**config.mk**
```make
export PLATFORM = sky130hd
export DESIGN_NAME = dcache_ctl
export DESIGN_NICKNAME = d
export VERILOG_FILES = /design/src/dcache_ctl_pkg.sv /design/src/dcache_ctl.sv
export VERILOG_INCLUDE_DIRS = /design/src
export SDC_FILE = /design/constraint.sdc
export NUM_CORES = 1
export LEC_CHECK = 0
export BUFFER_PORTS_ARGS = -buffer_cell sky130_fd_sc_hd__clkbuf_2
export CAP_MARGIN = 20
export CORE_MARGIN = 1
export CORE_UTILIZATION = 45
export DETAILED_ROUTE_END_ITERATION = 8
export HOLD_SLACK_MARGIN = 0.1
export PLACE_DENSITY = 0.67
export SLEW_MARGIN = 10
export SYNTH_ARGS = -nofsm -noshare
export SYNTH_HDL_FRONTEND = slang
export SYNTH_SLANG_ARGS = --single-unit
```
**constraint.sdc**
```tcl
create_clock -name clk_i -period 4.7 [get_ports clk_i]
set_clock_uncertainty 0.15 [all_clocks]
set_input_delay 0.94 -clock clk_i [delete_from_list [all_inputs] [get_ports clk_i]]
set_output_delay 0.94 -clock clk_i [all_outputs]
set_load 0.03 [all_outputs]
```
**src/dcache_ctl_cfg.svh**
```systemverilog
// Purpose: Offsets, field positions and reset values of the data cache control block.
// Assumes: 32-bit byte addresses on the register bus, one aligned word per register.
// Notes: Definitions only; included by bare name.
`ifndef DCACHE_CTL_CFG_SVH
`define DCACHE_CTL_CFG_SVH

// Register byte addresses.
`define OFS_SIZE_CFG 32'h0184_0040
`define OFS_FREEZE_CTL 32'h0184_0044
`define OFS_BLK_WBINV_BASE 32'h0184_4030
`define OFS_BLK_WBINV_CNT 32'h0184_4034
`define OFS_BLK_WB_BASE 32'h0184_4040
`define OFS_BLK_WB_CNT 32'h0184_4044
`define OFS_BLK_INV_BASE 32'h0184_4048
`define OFS_BLK_INV_CNT 32'h0184_404C
`define OFS_GLB_WB 32'h0184_5040
`define OFS_GLB_WBINV 32'h0184_5044
`define OFS_GLB_INV 32'h0184_5048

// Field positions.
`define BIT_FREEZE 0
`define BIT_PREV_FREEZE 16
`define BIT_CMD 0
`define CNT_MSB 15

// Operation indices shared by the global and the block engines.
`define OP_INV 2'h0
`define OP_WB 2'h1
`define OP_WBINV 2'h2

// Reset values and the per-word address step.
`define RST_SIZE 3'h7
`define RST_CNT 16'h0000
`define WORD_STEP 32'h0000_0004

`endif

```
**src/dcache_ctl_pkg.sv**
```systemverilog
// Purpose: Types shared by the data cache control block.
// Assumes: Three coherence operations and a two-phase bus answer.
// Notes: Numbers live in dcache_ctl_cfg.svh; this package holds only types.
package dcache_ctl_pkg;

   // Bus answer phase: take the request, then show ack for one cycle.
   typedef enum logic [0:0] {
      BUS_IDLE = 1'b0,
      BUS_ACK = 1'b1
   } bus_state_t;

   // Register decode result.
   typedef enum logic [3:0] {
      R_NONE = 4'h0,
      R_SIZE = 4'h1,
      R_FREEZE = 4'h2,
      R_GLB_INV = 4'h3,
      R_GLB_WB = 4'h4,
      R_GLB_WBINV = 4'h5,
      R_BASE_INV = 4'h6,
      R_CNT_INV = 4'h7,
      R_BASE_WB = 4'h8,
      R_CNT_WB = 4'h9,
      R_BASE_WBINV = 4'hA,
      R_CNT_WBINV = 4'hB
   } reg_sel_t;

   // Complete state of the block.
   typedef struct packed {
      bus_state_t bus;
      logic ack;
      logic [31:0] rdat;
      logic [2:0] size;
      logic freeze;
      logic prev_freeze;
      logic [2:0] glb;
      logic [2:0][15:0] cnt;
      logic [2:0][31:0] base;
      logic blk_req;
      logic [1:0] blk_kind;
      logic [31:0] blk_addr;
      logic cpu_stall;
      logic dma_stall;
   } ctl_state_t;

endpackage

```
**src/dcache_ctl.sv**
```systemverilog
// Purpose: Level-one data cache control registers, coherence command sequencing and
//          bank-conflict detection for the eight-bank data memory.
// Assumes: Classic Wishbone slave; priv_super_i qualifies each bus request.
// Notes: Stall outputs are registered and refer to the accesses of the previous cycle.
//
// Operation
// RULE_01: Bit 16 read-only, holds previous freeze value.
// RULE_02: Bit 0 selects normal or freeze mode.
// RULE_03: Global invalidate bit invalidates every line.
// RULE_04: Global writeback writes dirty lines, keeps valid.
// RULE_05: Global writeback-invalidate writes back then invalidates.
// RULE_06: Write-only 32-bit base per block operation.
// RULE_07: Sixteen-bit word count, upper bits zero.
// RULE_08: Only supervisor may change cache size.
// RULE_09: Only supervisor may issue global invalidate.
// RULE_10: Freeze control writable from both modes.
// RULE_11: Access rights enforced per privilege level.
// RULE_12: Eight single-ported 32-bit banks shared.
// RULE_13: Address bits 4:2 bank, 1:0 byte.
// RULE_14: Same-bank pair stalls one cycle normally.
// RULE_15: Disjoint writes to same word never stall.
// RULE_16: Reads of same word never stall.
// RULE_17: One nonaligned access never stalls itself.
// RULE_18: Read and write together always stall.
// RULE_19: CPU and DMA on one bank: one stalls.
// RULE_20: Non-zero word count write starts operation.
// RULE_21: Word count decrements to zero when done.
// RULE_22: Global command bit self-clears when finished.
// RULE_23: Fixed priority: CPU wins, DMA stalls.
//
// Added by the designer: the register offsets and the Wishbone register port.
`timescale 1ns/1ns
`include "dcache_ctl_cfg.svh"

module dcache_ctl #(
   parameter logic [2:0] SIZE_RESET = `RST_SIZE,
   parameter int BANKS = 8
) (
   input wire logic clk_i,
   input wire logic rst_i,
   input wire logic wb_cyc_i,
   input wire logic wb_stb_i,
   input wire logic wb_we_i,
   input wire logic [31:0] wb_adr_i,
   input wire logic [3:0] wb_sel_i,
   input wire logic [31:0] wb_dat_i,
   output logic [31:0] wb_dat_o,
   output logic wb_ack_o,
   input wire logic priv_super_i,
   output logic [2:0] cache_size_o,
   output logic freeze_enable_o,
   output logic [2:0] glb_cmd_o,
   input wire logic [2:0] glb_done_i,
   output logic blk_req_o,
   output logic [1:0] blk_kind_o,
   output logic [31:0] blk_addr_o,
   input wire logic blk_ack_i,
   input wire logic big_endian_i,
   input wire logic pa_vld_i,
   input wire logic pa_we_i,
   input wire logic [31:0] pa_addr_i,
   input wire logic [1:0] pa_size_i,
   input wire logic pb_vld_i,
   input wire logic pb_we_i,
   input wire logic [31:0] pb_addr_i,
   input wire logic [1:0] pb_size_i,
   input wire logic split_i,
   input wire logic dm_vld_i,
   input wire logic [31:0] dm_addr_i,
   output logic cpu_stall_o,
   output logic dma_stall_o
);

   ////////////////////////////////////////////////////////////////////////////////////////
   // Elaboration checks.

   // The bank decode is fixed to address bits 4:2, so only eight banks can be served.
   if (BANKS != 8) begin : g_bank_check
      $error("BANKS must be 8 for the bit 4:2 bank decode.");
   end

   ////////////////////////////////////////////////////////////////////////////////////////
   // Helper functions.

   // Maps a byte address onto a register selector.
   function automatic dcache_ctl_pkg::reg_sel_t reg_decode(input logic [31:0] a);
      dcache_ctl_pkg::reg_sel_t s;
      case (a)
         `OFS_SIZE_CFG: s = dcache_ctl_pkg::R_SIZE;
         `OFS_FREEZE_CTL: s = dcache_ctl_pkg::R_FREEZE;
         `OFS_GLB_INV: s = dcache_ctl_pkg::R_GLB_INV;
         `OFS_GLB_WB: s = dcache_ctl_pkg::R_GLB_WB;
         `OFS_GLB_WBINV: s = dcache_ctl_pkg::R_GLB_WBINV;
         `OFS_BLK_INV_BASE: s = dcache_ctl_pkg::R_BASE_INV;
         `OFS_BLK_INV_CNT: s = dcache_ctl_pkg::R_CNT_INV;
         `OFS_BLK_WB_BASE: s = dcache_ctl_pkg::R_BASE_WB;
         `OFS_BLK_WB_CNT: s = dcache_ctl_pkg::R_CNT_WB;
         `OFS_BLK_WBINV_BASE: s = dcache_ctl_pkg::R_BASE_WBINV;
         `OFS_BLK_WBINV_CNT: s = dcache_ctl_pkg::R_CNT_WBINV;
         default: s = dcache_ctl_pkg::R_NONE;
      endcase
      return s;
   endfunction

   // Byte lanes touched by an access; big-endian mode mirrors the lanes in the word.
   function automatic logic [3:0] byte_mask(input logic [1:0] off, input logic [1:0] sz,
                                            input logic big);
      logic [3:0] m;
      m = (sz == 2'h0) ? 4'h1 : ((sz == 2'h1) ? 4'h3 : 4'hF);
      m = 4'(m << off);
      if (big) begin
         m = {m[0], m[1], m[2], m[3]};
      end
      return m;
   endfunction

   // Bank number of an aligned access.
   function automatic logic [2:0] bank_of(input logic [31:0] a);
      return a[4:2];
   endfunction

   ////////////////////////////////////////////////////////////////////////////////////////
   // State and bus request decode.

   dcache_ctl_pkg::ctl_state_t st_r; // Registered state.
   dcache_ctl_pkg::ctl_state_t st_nxt; // Next state.
   dcache_ctl_pkg::reg_sel_t sel; // Register addressed by the bus.
   logic take; // A new bus request is taken this cycle.
   logic wr; // The taken request is a write.
   logic [31:0] wmask; // Byte-lane mask from wb_sel_i.
   logic [31:0] wdat; // Write data with unselected byte lanes forced to zero.
   logic [3:0] ma; // Byte lanes of port A.
   logic [3:0] mb; // Byte lanes of port B.
   logic same_bank; // Ports A and B hit one bank.
   logic same_word; // Ports A and B hit one word.
   logic port_conflict; // Ports A and B need a stall.
   logic dma_conflict; // DMA shares a bank with a CPU port.

   assign sel = reg_decode(wb_adr_i);
   assign take = wb_cyc_i && wb_stb_i && (st_r.bus == dcache_ctl_pkg::BUS_IDLE);
   assign wr = take && wb_we_i;
   assign wmask = {{8{wb_sel_i[3]}}, {8{wb_sel_i[2]}}, {8{wb_sel_i[1]}}, {8{wb_sel_i[0]}}};
   assign wdat = wb_dat_i & wmask;

   ////////////////////////////////////////////////////////////////////////////////////////
   // Bank-conflict detection.

   // Compares the two CPU ports and the DMA port; purely combinational, registered below.
   always_comb begin
      ma = byte_mask(pa_addr_i[1:0], pa_size_i, big_endian_i);
      mb = byte_mask(pb_addr_i[1:0], pb_size_i, big_endian_i);
      // RULE_13: bank from bits 4:2.
      same_bank = bank_of(pa_addr_i) == bank_of(pb_addr_i);
      same_word = pa_addr_i[31:2] == pb_addr_i[31:2];
      port_conflict = 1'b0;
      // RULE_17: split access exempt.
      if (pa_vld_i && pb_vld_i && same_bank && !split_i) begin
         // RULE_14: same-bank pair stalls.
         port_conflict = 1'b1;
         // RULE_18: mixed direction always stalls.
         if (pa_we_i != pb_we_i) begin
            port_conflict = 1'b1;
         // RULE_15: disjoint writes share a word.
         end else if (pa_we_i && same_word && ((ma & mb) == 4'h0)) begin
            port_conflict = 1'b0;
         // RULE_16: reads share a word freely.
         end else if (!pa_we_i && same_word) begin
            port_conflict = 1'b0;
         end
      end
      // RULE_19: DMA against either CPU bank.
      dma_conflict = dm_vld_i &&
                     ((pa_vld_i && (bank_of(dm_addr_i) == bank_of(pa_addr_i))) ||
                      (pb_vld_i && (bank_of(dm_addr_i) == bank_of(pb_addr_i))));
   end

   ////////////////////////////////////////////////////////////////////////////////////////
   // Next-state logic.

   // One process builds every field; later assignments override earlier ones, so a
   // software write beats a hardware clear or decrement in the same cycle.
   always_comb begin
      int k;
      k = 0;
      st_nxt = st_r;

      // Bus answer: ack exactly one cycle after the request, then one idle cycle.
      st_nxt.ack = 1'b0;
      st_nxt.bus = dcache_ctl_pkg::BUS_IDLE;
      if (take) begin
         st_nxt.ack = 1'b1;
         st_nxt.bus = dcache_ctl_pkg::BUS_ACK;
      end

      // RULE_22: engine finish clears the command.
      st_nxt.glb = st_r.glb & ~glb_done_i;

      // RULE_21: each acknowledged word steps the block.
      if (st_r.blk_req && blk_ack_i) begin
         st_nxt.cnt[st_r.blk_kind] = st_r.cnt[st_r.blk_kind] - 16'h0001;
         st_nxt.base[st_r.blk_kind] = st_r.base[st_r.blk_kind] + `WORD_STEP;
      end

      // Register reads; unmapped addresses and write-only bases read as zero.
      if (take && !wb_we_i) begin
         st_nxt.rdat = 32'h0000_0000;
         case (sel)
            dcache_ctl_pkg::R_SIZE: st_nxt.rdat[2:0] = st_r.size;
            dcache_ctl_pkg::R_FREEZE: begin
               st_nxt.rdat[`BIT_FREEZE] = st_r.freeze;
               st_nxt.rdat[`BIT_PREV_FREEZE] = st_r.prev_freeze;
            end
            dcache_ctl_pkg::R_GLB_INV: st_nxt.rdat[`BIT_CMD] = st_r.glb[`OP_INV];
            dcache_ctl_pkg::R_GLB_WB: st_nxt.rdat[`BIT_CMD] = st_r.glb[`OP_WB];
            dcache_ctl_pkg::R_GLB_WBINV: st_nxt.rdat[`BIT_CMD] = st_r.glb[`OP_WBINV];
            // RULE_07: count in bits 15:0.
            dcache_ctl_pkg::R_CNT_INV: st_nxt.rdat[`CNT_MSB:0] = st_r.cnt[`OP_INV];
            dcache_ctl_pkg::R_CNT_WB: st_nxt.rdat[`CNT_MSB:0] = st_r.cnt[`OP_WB];
            dcache_ctl_pkg::R_CNT_WBINV: st_nxt.rdat[`CNT_MSB:0] = st_r.cnt[`OP_WBINV];
            default: st_nxt.rdat = 32'h0000_0000;
         endcase
      end

      // Register writes; RULE_11: rights checked per register.
      if (wr) begin
         case (sel)
            dcache_ctl_pkg::R_SIZE: begin
               // RULE_08: user writes are dropped.
               if (priv_super_i && wb_sel_i[0]) begin
                  st_nxt.size = wdat[2:0];
               end
            end
            dcache_ctl_pkg::R_FREEZE: begin
               // RULE_10: either mode may write.
               if (wb_sel_i[0]) begin
                  // RULE_02: bit 0 selects freeze.
                  st_nxt.freeze = wdat[`BIT_FREEZE];
                  // RULE_01: remember value before a change.
                  if (wdat[`BIT_FREEZE] != st_r.freeze) begin
                     st_nxt.prev_freeze = st_r.freeze;
                  end
               end
            end
            dcache_ctl_pkg::R_GLB_INV: begin
               // RULE_09: supervisor only.
               // RULE_03: request global invalidate.
               if (priv_super_i && wdat[`BIT_CMD]) begin
                  st_nxt.glb[`OP_INV] = 1'b1;
               end
            end
            dcache_ctl_pkg::R_GLB_WB: begin
               // RULE_04: request global writeback.
               if (wdat[`BIT_CMD]) begin
                  st_nxt.glb[`OP_WB] = 1'b1;
               end
            end
            dcache_ctl_pkg::R_GLB_WBINV: begin
               // RULE_05: request writeback-invalidate.
               if (wdat[`BIT_CMD]) begin
                  st_nxt.glb[`OP_WBINV] = 1'b1;
               end
            end
            // RULE_06: base is write-only, full word.
            dcache_ctl_pkg::R_BASE_INV: st_nxt.base[`OP_INV] = wdat;
            dcache_ctl_pkg::R_BASE_WB: st_nxt.base[`OP_WB] = wdat;
            dcache_ctl_pkg::R_BASE_WBINV: st_nxt.base[`OP_WBINV] = wdat;
            // RULE_20: a count write arms the operation.
            dcache_ctl_pkg::R_CNT_INV: st_nxt.cnt[`OP_INV] = wdat[`CNT_MSB:0];
            dcache_ctl_pkg::R_CNT_WB: st_nxt.cnt[`OP_WB] = wdat[`CNT_MSB:0];
            dcache_ctl_pkg::R_CNT_WBINV: st_nxt.cnt[`OP_WBINV] = wdat[`CNT_MSB:0];
            default: st_nxt.size = st_nxt.size;
         endcase
      end

      // Block engine request: lowest-numbered operation with words left goes first.
      // RULE_20: non-zero count raises the request.
      st_nxt.blk_req = 1'b0;
      st_nxt.blk_kind = `OP_INV;
      for (k = 2; k >= 0; k--) begin
         if (st_nxt.cnt[k] != `RST_CNT) begin
            st_nxt.blk_req = 1'b1;
            st_nxt.blk_kind = 2'(k);
         end
      end
      st_nxt.blk_addr = st_nxt.base[st_nxt.blk_kind];

      // RULE_23: CPU has priority, DMA stalls.
      st_nxt.dma_stall = dma_conflict;
      st_nxt.cpu_stall = port_conflict;
   end

   ////////////////////////////////////////////////////////////////////////////////////////
   // State register.

   // Synchronous reset; base registers clear too although software cannot see them.
   always_ff @(posedge clk_i) begin
      if (rst_i) begin
         st_r <= '0;
         st_r.size <= SIZE_RESET;
      end else begin
         st_r <= st_nxt;
      end
   end

   ////////////////////////////////////////////////////////////////////////////////////////
   // Outputs, each taken straight from a state flop.

   // RULE_12: stall flags guard the eight single-ported banks.
   assign wb_dat_o = st_r.rdat;
   assign wb_ack_o = st_r.ack;
   assign cache_size_o = st_r.size;
   assign freeze_enable_o = st_r.freeze;
   assign glb_cmd_o = st_r.glb;
   assign blk_req_o = st_r.blk_req;
   assign blk_kind_o = st_r.blk_kind;
   assign blk_addr_o = st_r.blk_addr;
   assign cpu_stall_o = st_r.cpu_stall;
   assign dma_stall_o = st_r.dma_stall;
endmodule

```
==> impl_metrics.tcl, run 1 <==
set metrics [dict create \
    status "finished clean" \
    grt_remaining_overflow 0 \
    grt_pass1_vias 13500 \
    row_count 63 \
    synthCells 1749 \
    initial_utilization_pct 45.8 \
    tightest_slew_ns 0.976 \
    dr_wl_met2_um 22400 \
    die_h_um 176 \
    portBuffers 216 \
    yosys.area.top_type_share_pct 30.4 \
    path_max_fanout 20 \
    clk_pin_slew_ns 0.06 \
    setup_violations 0 \
    synth_most_common_cell "nand2_1" \
    arrival_ns 4.83 \
    yosys_warnings 0 \
    startpoint "blk_kind_o[1]" \
    yosysTopAreaCell "dfxtp_1" \
    cts.sink_count 207 \
    pwr-share-comb_pct 17.5 \
    wl_per_cell_um 21.0 \
    whs_path_depth 2 \
    cts-root-buf "clkbuf_16" \
    maxSlewHeadroom_pct 34.9 \
    grt_setup_unrepaired "false" \
    intPower_mw 3.37 \
    fp.dieW_um 176 \
    core-area_mm2 0.0297 \
    whs_ns 0.298 \
    drt-pass1-iter-count 7 \
    leakagePower_nw 6.20 \
    hold_class "reg2reg" \
    synth_area_mm2 0.0136 \
    seqCellArea_mm2 0.00415 \
    antenna_found_initial 0 \
    track_usage_pct 31.0 \
    max_freq_mhz 223 \
    timing.final.crit_share_pct 95.6 \
    netSwitchingPower_mw 1.34 \
    cts_max_level 1 \
    netSwitchingFraction_pct 28.5 \
    rrSetupSlack_ns 0.21 \
    synth-async-reset-ratio_pct 0 \
    synth_edf_count 0 \
    p_per_area_mw_per_mm2 293 \
    min_from "wb_dat_o[14]" \
    clkPwrFrac_pct 44.9 \
    insertion_delay_ns 0.54 \
    highest_layer "met4" \
    worstPathRequired_ns 5.04 \
    wl_met1_um 20800 \
    cp-end-kind "flip-flop" \
    syn_to_final_growth_pct 18.1 \
    crit_path_start_kind "flip-flop" \
    drive_gt1_share_pct 22.5 \
    n_antenna_cell 0 \
    drcViolationCount 0 \
    hold_buffers 0 \
    tritoncts "done" \
    rr_startpoint "blk_kind_o[1]" \
    postRouteAntennaNets 0 \
    via_per_inst 6.01 \
    holdPathEnd "wb_dat_o[14]" \
    drt_iter0_drc 1403 \
    routed-wl-met3_um 3790 \
    ys.flop_type "dfxtp_1" \
    clk_path_buf_depth 3 \
    routed_wl_um 49000 \
    synth_cell_type_count 85 \
    synthTopCellsByCount "nand2_1, dfxtp_1, nor2_1, a211oi_1, a21oi_1" \
    ys_ff_latch 207 \
    vias 14000 \
    vdd_drop_max_uv 281 \
    fin_setup_tns_ns 0 \
    die_area_mm2 0.0310 \
    timing.rr.end "blk_addr_o[6]" \
    multi_input_area_mm2 0.00837 \
    ys_seq_area_share_pct 30.4 \
    cts_buffers 25 \
    grt_max_degree 87 \
    nFillCells 2824 \
    min_period_ns 4.49 \
    ff2ff_path_depth 17 \
    p_seq_share_pct 37.6 \
    dp_hpwl_um 35400 \
    worstSetupPathType "reg2reg" \
    utilization_pct 54.1 \
    io_pins 262 \
    drv_slew 0 \
    final-hold-violation-count 0 \
    synth_area_leaders "dfxtp_1, a211oi_1, nand2_1" \
    postSynthAreaPerCell_um2 7.79 \
    nets 2112 \
    maxCapViolCount 0 \
    grt_pass1_wl_um 75300 \
    gp_congestion 0.967 \
]
[area by class of cell]
class | count | area share [%]
Multi-Input combinational cell | 1340 | 52.0
Tap cell | 390 | 3.04
Sequential cell | 207 | 25.8
Clock inverter | 10 | 1.10
Inverter | 13 | 0.304
Timing Repair Buffer | 338 | 13.2
Clock buffer | 35 | 4.50
[worst max path at each step]
stage / end / slack, ns / depth (start not counted)
after floorplan: blk_addr_o[5] / 0.63 / 13
after global placement: blk_addr_o[25] / 0.02 / 13
after detailed placement: blk_addr_o[0] / 0.03 / 14
after CTS: blk_addr_o[0] / 0.03 / 14
after global routing: blk_addr_o[6] / 0.04 / 17
final: blk_addr_o[6] / 0.21 / 17
[worst max-delay path, cell delays in order, from the launching register on]
cell and delay [ns]:
dfxtp_4 0.55, mux2i_1 0.33, o2bb2ai_4 0.11, inv_2 0.10, ha_1 0.26, inv_1 0.18
nor3_4 0.32, buf_4 0.19, nand4_1 0.10, xor2_1 0.37, nand3_1 0.12, o22a_1 0.22
o21ai_1 0.35, and3_2 0.35, buf_4 0.29, nand3_1 0.14, o31ai_1 0.13, buf_4 0.18
[registers in the layout, summed over array words and instances (netlist names)]
name,flops
st_r,146
blk_addr_o,32
wb_dat_o,17
cache_size_o,3
glb_cmd_o,3
blk_kind_o,2
blk_req_o,1
cpu_stall_o,1
dma_stall_o,1
freeze_enable_o,1
[layout by cell type, fill, tap and decap left out, types with 7 or more instances in the layout]
| cell type | instances |
|---|---|
| nor3_1 | 35 |
| xor2_1 | 29 |
| o21ai_0 | 71 |
| a21oi_1 | 114 |
| nand3_1 | 60 |
| inv_1 | 12 |
| o211ai_1 | 17 |
| a211oi_1 | 125 |
| o31ai_1 | 21 |
| buf_4 | 113 |
| a311oi_1 | 10 |
| nor2_1 | 163 |
| and4_1 | 7 |
| and2_1 | 78 |
| o2bb2ai_1 | 22 |
| buf_12 | 10 |
| clkbuf_2 | 215 |
| nand2b_1 | 16 |
| nand4_1 | 23 |
| xnor2_1 | 45 |
| clkbuf_16 | 25 |
| mux2_2 | 8 |
| mux2i_1 | 67 |
| o21a_1 | 8 |
| nand2_1 | 208 |
| conb_1 | 15 |
| nor4_1 | 20 |
| a31oi_1 | 13 |
| a222oi_1 | 13 |
| and3_1 | 24 |
| dfxtp_1 | 205 |
[power by group through the flow]
stage               clock, mW  sequential (mW)  combinational [mW]
floorplan                   0             1.81               0.465
global placement            0             1.81               0.795
detailed placement          0             1.81               0.790
CTS                      2.14             1.77               0.795
global route             2.21             1.77               0.863
finish                   2.12             1.77               0.822
[cell families after synthesis]
group / after synthesis / share of synthesized area, %
multiplexers: 75 / 5.59
XOR/XNOR: 75 / 4.88
AND/OR/NAND/NOR: 695 / 25.3
other: 1 / 0.0275
adder cells (fa/ha/maj): 2 / 0.184
flip-flops: 207 / 30.4
buffers and inverters: 216 / 8.99
AO/OA/AOI/OAI: 478 / 24.6
[per-stage QoR]
stage | area [um2] | setup slack [ns] | std cells | total power, mW
finish | 16100 | 0.208 | 2333 | 4.71
global route | 16100 | 0.0391 | 2333 | 4.84
CTS | 16000 | 0.0272 | 2329 | 4.71
detailed placement | 15100 | 0.0288 | 2284 | 2.60
global placement | 15100 | 0.0189 | 2284 | 2.61
floorplan | 13700 | 0.627 | 1763 | 2.27
[per-layer routing]
metal	vias to the layer above	GRT usage [%]
met5	-	0
met1	6611	41.1
met4	0	13.2
met3	137	4.57
li1	6635	-
met2	638	50.1
[timing repair]
item	in CTS	in global routing
endpoints found under the hold margin	0	0
resized for setup	0	4
endpoints found under the setup margin	0	32
setup buffers	0	4
No activity file was read; power rests on OpenSTA's default activity.
==> run 2, diff against run 1 <==
ABC_AREA = 1   (was unset)
CAP_MARGIN = unset   (was 20)
PLACE_DENSITY = 0.66   (was 0.67)
==> run 2 against run 1 <==
  * Clock-buffer cell count down 4
  * Combinational power fell by 18%
  * Sequential cell count unchanged
  * Setup slack improved by 0.15 ns
  * Hold slack gained 0.016 ns
  * Fmax is 3.5% higher
  * Global-route usage rose by 2.2 points
  * Wire length increased by 14%
  * Register-to-register slack gained 0.15 ns
==> impl_metrics.tcl, run 2 <==
set metrics [dict create \
    status "finished clean" \
    timing.final.crit_share_pct 92.4 \
    yosys.area.top_type_share_pct 28.1 \
    grt_pass1_wl_um 86300 \
    hold_buffers 0 \
    nets 2767 \
    syn_to_final_growth_pct 13.6 \
    ys.flop_type "dfxtp_1" \
    leakagePower_nw 7.93 \
    max_freq_mhz 230 \
    drcViolationCount 0 \
    crit_chain "inv_4 > nand2_1 > nor2_1 > nor2_2 > ha_1 > inv_1 > nor2_2 > nand2_1 > nor2_2 > nand2_1 > nand2_1 > nand3_1 > nand3_1 > nand2_1 > nor2_1 > nand2_1 > nor2_1 > nand2_1 > nand3_4 > nand2_1 > inv_2 > buf_4 > nand2_1 > nand2_1" \
    setup_violations 0 \
    netSwitchingFraction_pct 28.5 \
    cpMostUsedCell "nand2_1" \
    synthTopCellsByCount "nand2_1, nor2_1, inv_1, dfxtp_1, nand3_1" \
    top_register "st_r" \
    worstPathRequired_ns 4.99 \
    via_per_inst 5.47 \
    synth_most_common_cell "nand2_1" \
    drt-pass1-iter-count 8 \
    ff2ff_path_depth 24 \
    ys_ff_latch 207 \
    fin_area_mm2 0.0167 \
    synth_cell_type_count 53 \
    crit_slowest_cell "dfxtp_1" \
    dp_hpwl_um 41200 \
    vdd_drop_max_uv 229 \
    pwr-share-comb_pct 14.4 \
    antenna_found_initial 1 \
    whs_path_depth 2 \
    power_mw 4.65 \
    intPower_mw 3.32 \
    row_count 65 \
    final_cell_mix "nand2_1, nor2_1, inv_1, clkbuf_2, dfxtp_1" \
    drive_gt1_share_pct 16.2 \
    cts-root-buf "clkbuf_16" \
    portBuffers 216 \
    worst-path-stages 24 \
    grt_setup_unrepaired "false" \
    postRouteAntennaNets 0 \
    tightest_slew_ns 1.07 \
    clk_pin_slew_ns 0.06 \
    die_h_um 183 \
    io_pins 262 \
    clkPwrFrac_pct 46.9 \
    netSwitchingPower_mw 1.32 \
    cts_buffers 25 \
    cts.sink_count 207 \
    ys_seq_area_share_pct 28.1 \
    worstSetupPathType "reg2reg" \
    final-hold-violation-count 0 \
    grt_max_degree 60 \
    die_area_mm2 0.0335 \
    cts_resized 0 \
    drt_iter0_drc 1609 \
    drv_slew 0 \
    hold_class "reg2reg" \
    path_delay_family "simple AND/OR/NAND/NOR gates" \
    p_per_area_mw_per_mm2 278 \
    yosysTopAreaCell "dfxtp_1" \
    wl_per_cell_um 18.4 \
    fp.dieW_um 183 \
    slowest_delay_ns 0.58 \
    track_usage_pct 33.2 \
    grt_pass1_vias 15400 \
    postSynthAreaPerCell_um2 6.04 \
    vias 16600 \
    cp-end-kind "flip-flop" \
    p_seq_share_pct 38.7 \
    gp_congestion 0.970 \
    n_antenna_cell 0 \
    maxCapViolCount 0 \
    routed_wl_um 55800 \
    yosys_warnings 0 \
    synthCells 2443 \
    cts_max_level 1 \
    setup_slack_ns 0.358 \
    synth_area_leaders "dfxtp_1, nand2_1, nor2_1" \
    initial_utilization_pct 46.3 \
    worst-path-buf-inv 4 \
    largest_register_ffs 146 \
    tritoncts "done" \
    core-area_mm2 0.0319 \
    maxSlewHeadroom_pct 28.9 \
    crit_path_start_kind "flip-flop" \
    synth_area_mm2 0.0147 \
    layout_commonest_cell "nand2_1" \
    arrival_ns 4.63 \
    fin_setup_tns_ns 0 \
    synth-async-reset-ratio_pct 0 \
    nFillCells 3377 \
    synth_edf_count 0 \
    grt_remaining_overflow 0 \
    insertion_delay_ns 0.55 \
    placed_cell_area_mm2 0.0158 \
    place_ws_ns 0.391 \
    whs_ns 0.314 \
    min_period_ns 4.34 \
    postCtsSetupBuffers 0 \
    clk_path_buf_depth 3 \
    path_max_fanout 17 \
]
## run 2: cell types whose count changed after synthesis, moves of 25 or more
cell      delta
a211oi_1   -122
and2_1      -68
and3_1      -25
inv_1      +212
mux2i_1     -65
nand2_1    +581
nand3_1    +130
nor2_1     +111
o21ai_0     +53
## run 2: metrics by stage
stage               std cells  util (%)
floorplan                2457         -
global placement         2988      49.7
detailed placement       2988      49.7
CTS                      3034      52.5
global route             3034      52.5
finish                   3034      52.5
## run 2: power groups by stage
stage	combinational, mW	sequential (mW)	clock [mW]
floorplan	0.442	1.83	0
global placement	0.650	1.84	0
detailed placement	0.659	1.84	0
CTS	0.662	1.80	2.20
global route	0.741	1.80	2.28
finish	0.671	1.80	2.18
## run 2: worst paths after layout
kind,startpoint,end,slack [ns]
setup reg to reg,blk_kind_o[0],blk_addr_o[4],0.36
hold / removal,wb_dat_o[8],wb_dat_o[8],0.31
hold reg to reg,wb_dat_o[8],wb_dat_o[8],0.31
setup / recovery,blk_kind_o[0],blk_addr_o[4],0.36
## run 2: final cells by class
| type | count | area, um2 | share of cell area, % |
|---|---|---|---|
| clock inverter | 15 | 218 | 1.30 |
| tap | 435 | 544 | 3.25 |
| multi-input combinational | 1825 | 8680 | 51.8 |
| timing repair buffer | 273 | 1520 | 9.10 |
| inverter | 248 | 936 | 5.59 |
| clock buffer | 31 | 698 | 4.17 |
| sequential | 207 | 4140 | 24.7 |
## run 2: tightest hold or removal path: cells and delay by family (launching register included)
kind / cells / cell delay, ns
flip-flops: 1 / 0.31
AND/OR/NAND/NOR: 1 / 0.06
AO/OA/AOI/OAI: 1 / 0.05
## run 2: cell families after synthesis
logic type / Yosys count / share of synthesized area [%]
AO/OA/AOI/OAI: 358 / 14.2
XOR/XNOR: 53 / 3.15
adder cells (fa/ha/maj): 2 / 0.170
buffers and inverters: 425 / 13.5
flip-flops: 207 / 28.1
multiplexers: 2 / 0.136
other: 1 / 0.0254
AND/OR/NAND/NOR: 1395 / 40.7
## run 2: layer usage
layer / vias up / track usage (%) / wire length (um)
met5: - / 0 / 0
met4: 0 / 12.6 / 2170
met3: 135 / 4.39 / 4570
met2: 842 / 55.1 / 25300
met1: 7601 / 43.6 / 23800
li1: 8032 / - / -
==> run 3, diff against run 2 <==
GPL_TIMING_DRIVEN = 0   (was unset)
PLACE_DENSITY = unset   (was 0.66)
PLACE_DENSITY_LB_ADDON = 0.05   (was unset)
SLEW_MARGIN = unset   (was 10)
==> run 3 against run 2 <==
  * Die area unchanged
  * Clock power hardly changed
  * Combinational power rose by 7.0%
  * Final cell count up 4.0%
  * Hold slack got worse by 0.00096 ns
  * Utilization grew 1.8 points
  * Sequential cell count unchanged
  * Register-to-register slack got worse by 0.19 ns
  * First-iteration DRC count grew 42%
  * Fmax down 4.1%
  * Setup slack worse by 0.19 ns
  * Via count up 6.2%
  * Highest routed layer is now met5
==> impl_metrics.tcl, run 3 (synthesized netlist as in run 2, its figures left out) <==
set metrics [dict create \
    grt_pass1_vias 16500 \
    row_count 65 \
    cts_resized 0 \
    final_cell_mix "nand2_1, nor2_1, inv_1, clkbuf_2, dfxtp_1" \
    layout_commonest_cell "nand2_1" \
    maxCapViolCount 0 \
    nets 2884 \
    slowest_delay_ns 0.44 \
    gp_congestion 1.02 \
    arrival_ns 4.86 \
    tightest_slew_ns 1.26 \
    grt_max_degree 13 \
    via_per_inst 5.60 \
    tritoncts "done" \
    worstSetupPathType "reg2reg" \
    drive_gt1_share_pct 17.0 \
    crit_chain "buf_6 > nand2_1 > clkinv_1 > nand2_1 > nand2_1 > o21ai_0 > inv_1 > ha_1 > inv_1 > nor2_1 > inv_1 > nor2_1 > nand2_1 > xnor2_1 > nand2_1 > nand2_1 > nand3_1 > nand2_1 > nand3_1 > nand2_1" \
    core-area_mm2 0.0319 \
    fin_area_mm2 0.0173 \
    crit_path_start_kind "flip-flop" \
    dpl.cell_count 3105 \
    cts_max_level 1 \
    min_period_ns 4.53 \
    worst-path-buf-inv 5 \
    insertion_delay_ns 0.57 \
    leakagePower_nw 8.25 \
    io_pins 262 \
    cp-end-kind "flip-flop" \
    top_register "st_r" \
    p_per_area_mw_per_mm2 270 \
    maxSlewHeadroom_pct 15.2 \
    fin_cells 3154 \
    cts-root-buf "clkbuf_16" \
    cpMostUsedCell "nand2_1" \
    status "finished clean" \
    worstPathRequired_ns 5.03 \
    syn_to_final_growth_pct 17.4 \
    timing.final.crit_share_pct 96.3 \
    postRouteAntennaNets 0 \
    worst-path-stages 20 \
    crit_slowest_cell "nor2_1" \
    cts.sink_count 207 \
    portBuffers 213 \
    final-hold-violation-count 0 \
    path_delay_family "simple AND/OR/NAND/NOR gates" \
    dp_hpwl_um 50000 \
    fp.dieW_um 183 \
    ff2ff_path_depth 20 \
    drcViolationCount 0 \
    drt-pass1-iter-count 8 \
    grt_remaining_overflow 0 \
    largest_register_ffs 146 \
    drv_slew 0 \
    whs_path_depth 2 \
    max_freq_mhz 221 \
    die_area_mm2 0.0335 \
    die_h_um 183 \
    wl_per_cell_um 21.1 \
    grt_setup_unrepaired "false" \
    hold_class "reg2reg" \
    placed_cell_area_mm2 0.0164 \
    clk_pin_slew_ns 0.06 \
    hold_buffers 0 \
    vias 17600 \
    initial_utilization_pct 46.3 \
    setup_violations 0 \
    cts_buffers 25 \
    clk_path_buf_depth 3 \
    routed_wl_um 66700 \
    path_max_fanout 10 \
    track_usage_pct 39.4 \
    vdd_drop_max_uv 236 \
    grt_pass1_wl_um 98800 \
    drt_iter0_drc 2290 \
    postCtsSetupBuffers 0 \
    fin_setup_tns_ns 0 \
    antenna_found_initial 3 \
]
## run 3: cell count changes in the layout (fill, tap and decap cells not counted), moves of 2 or more
cell,previous run,this run
clkbuf_1,1,63
nor2_4,13,11
buf_2,0,17
nor2_1,274,276
clkbuf_2,215,213
clkinv_4,3,1
clkinv_2,5,3
buf_6,0,9
buf_1,0,13
diode_2,0,3
buf_4,57,79
## run 3: area by class of cell
type,count,area [um2]
Inverter,248,936
Sequential cell,207,4140
Timing Repair Buffer,213,1070
Fill cell,3449,14600
Multi-Input combinational cell,1825,8670
Buffer,177,1050
Tap cell,435,544
Clock buffer,35,723
Clock inverter,11,168
Antenna cell,3,7.51
## run 3: through the flow
| stage | total power, mW | setup slack (ns) | hold slack [ns] | util (%) |
|---|---|---|---|---|
| final | 4.67 | 0.172 | 0.313 | 54.3 |
| after global routing | 4.81 | 0.0528 | 0.338 | 54.3 |
| after detailed placement | 2.53 | 0.0663 | 0.307 | 51.5 |
| after floorplan | 2.28 | 1.38 | 0.296 | - |
| after CTS | 4.66 | 0.379 | 0.316 | 54.3 |
| after global placement | 2.53 | 0.0442 | 0.304 | 51.5 |
## run 3: power breakdown
part           total (mW)  internal, mW  switching (mW)  leakage, nW
Combinational       0.718         0.225           0.493         6.15
Sequential           1.80          1.78          0.0168         1.67
Clock                2.16          1.29           0.863        0.433
## run 3: path summary, 6_finish.rpt
path                                    start        endpoint  slack [ns]
worst max-delay path            blk_kind_o[1]  blk_addr_o[30]        0.17
worst min-delay path              wb_dat_o[8]     wb_dat_o[8]        0.31
worst max register to register  blk_kind_o[1]  blk_addr_o[30]        0.17
worst min register to register    wb_dat_o[8]     wb_dat_o[8]        0.31
## run 3: routing by layer
metal	share of wire (%)	track usage, %	up-vias
li1	-	-	8254
met1	41	52.9	8058
met2	43	61.8	1134
met3	11	7.07	198
met4	4.6	17.0	4
met5	0.046	0	-
## run 3: worst reg2reg max path: cells and delay by family, from the launching register on
| kind | cells | cell delay (ns) |
|---|---|---|
| fa+ha+maj | 1 | 0.24 |
| flops | 1 | 0.42 |
| xor+xnor | 1 | 0.28 |
| simple gates | 12 | 2.06 |
| buf+inv | 5 | 1.05 |
| compound gates | 1 | 0.24 |
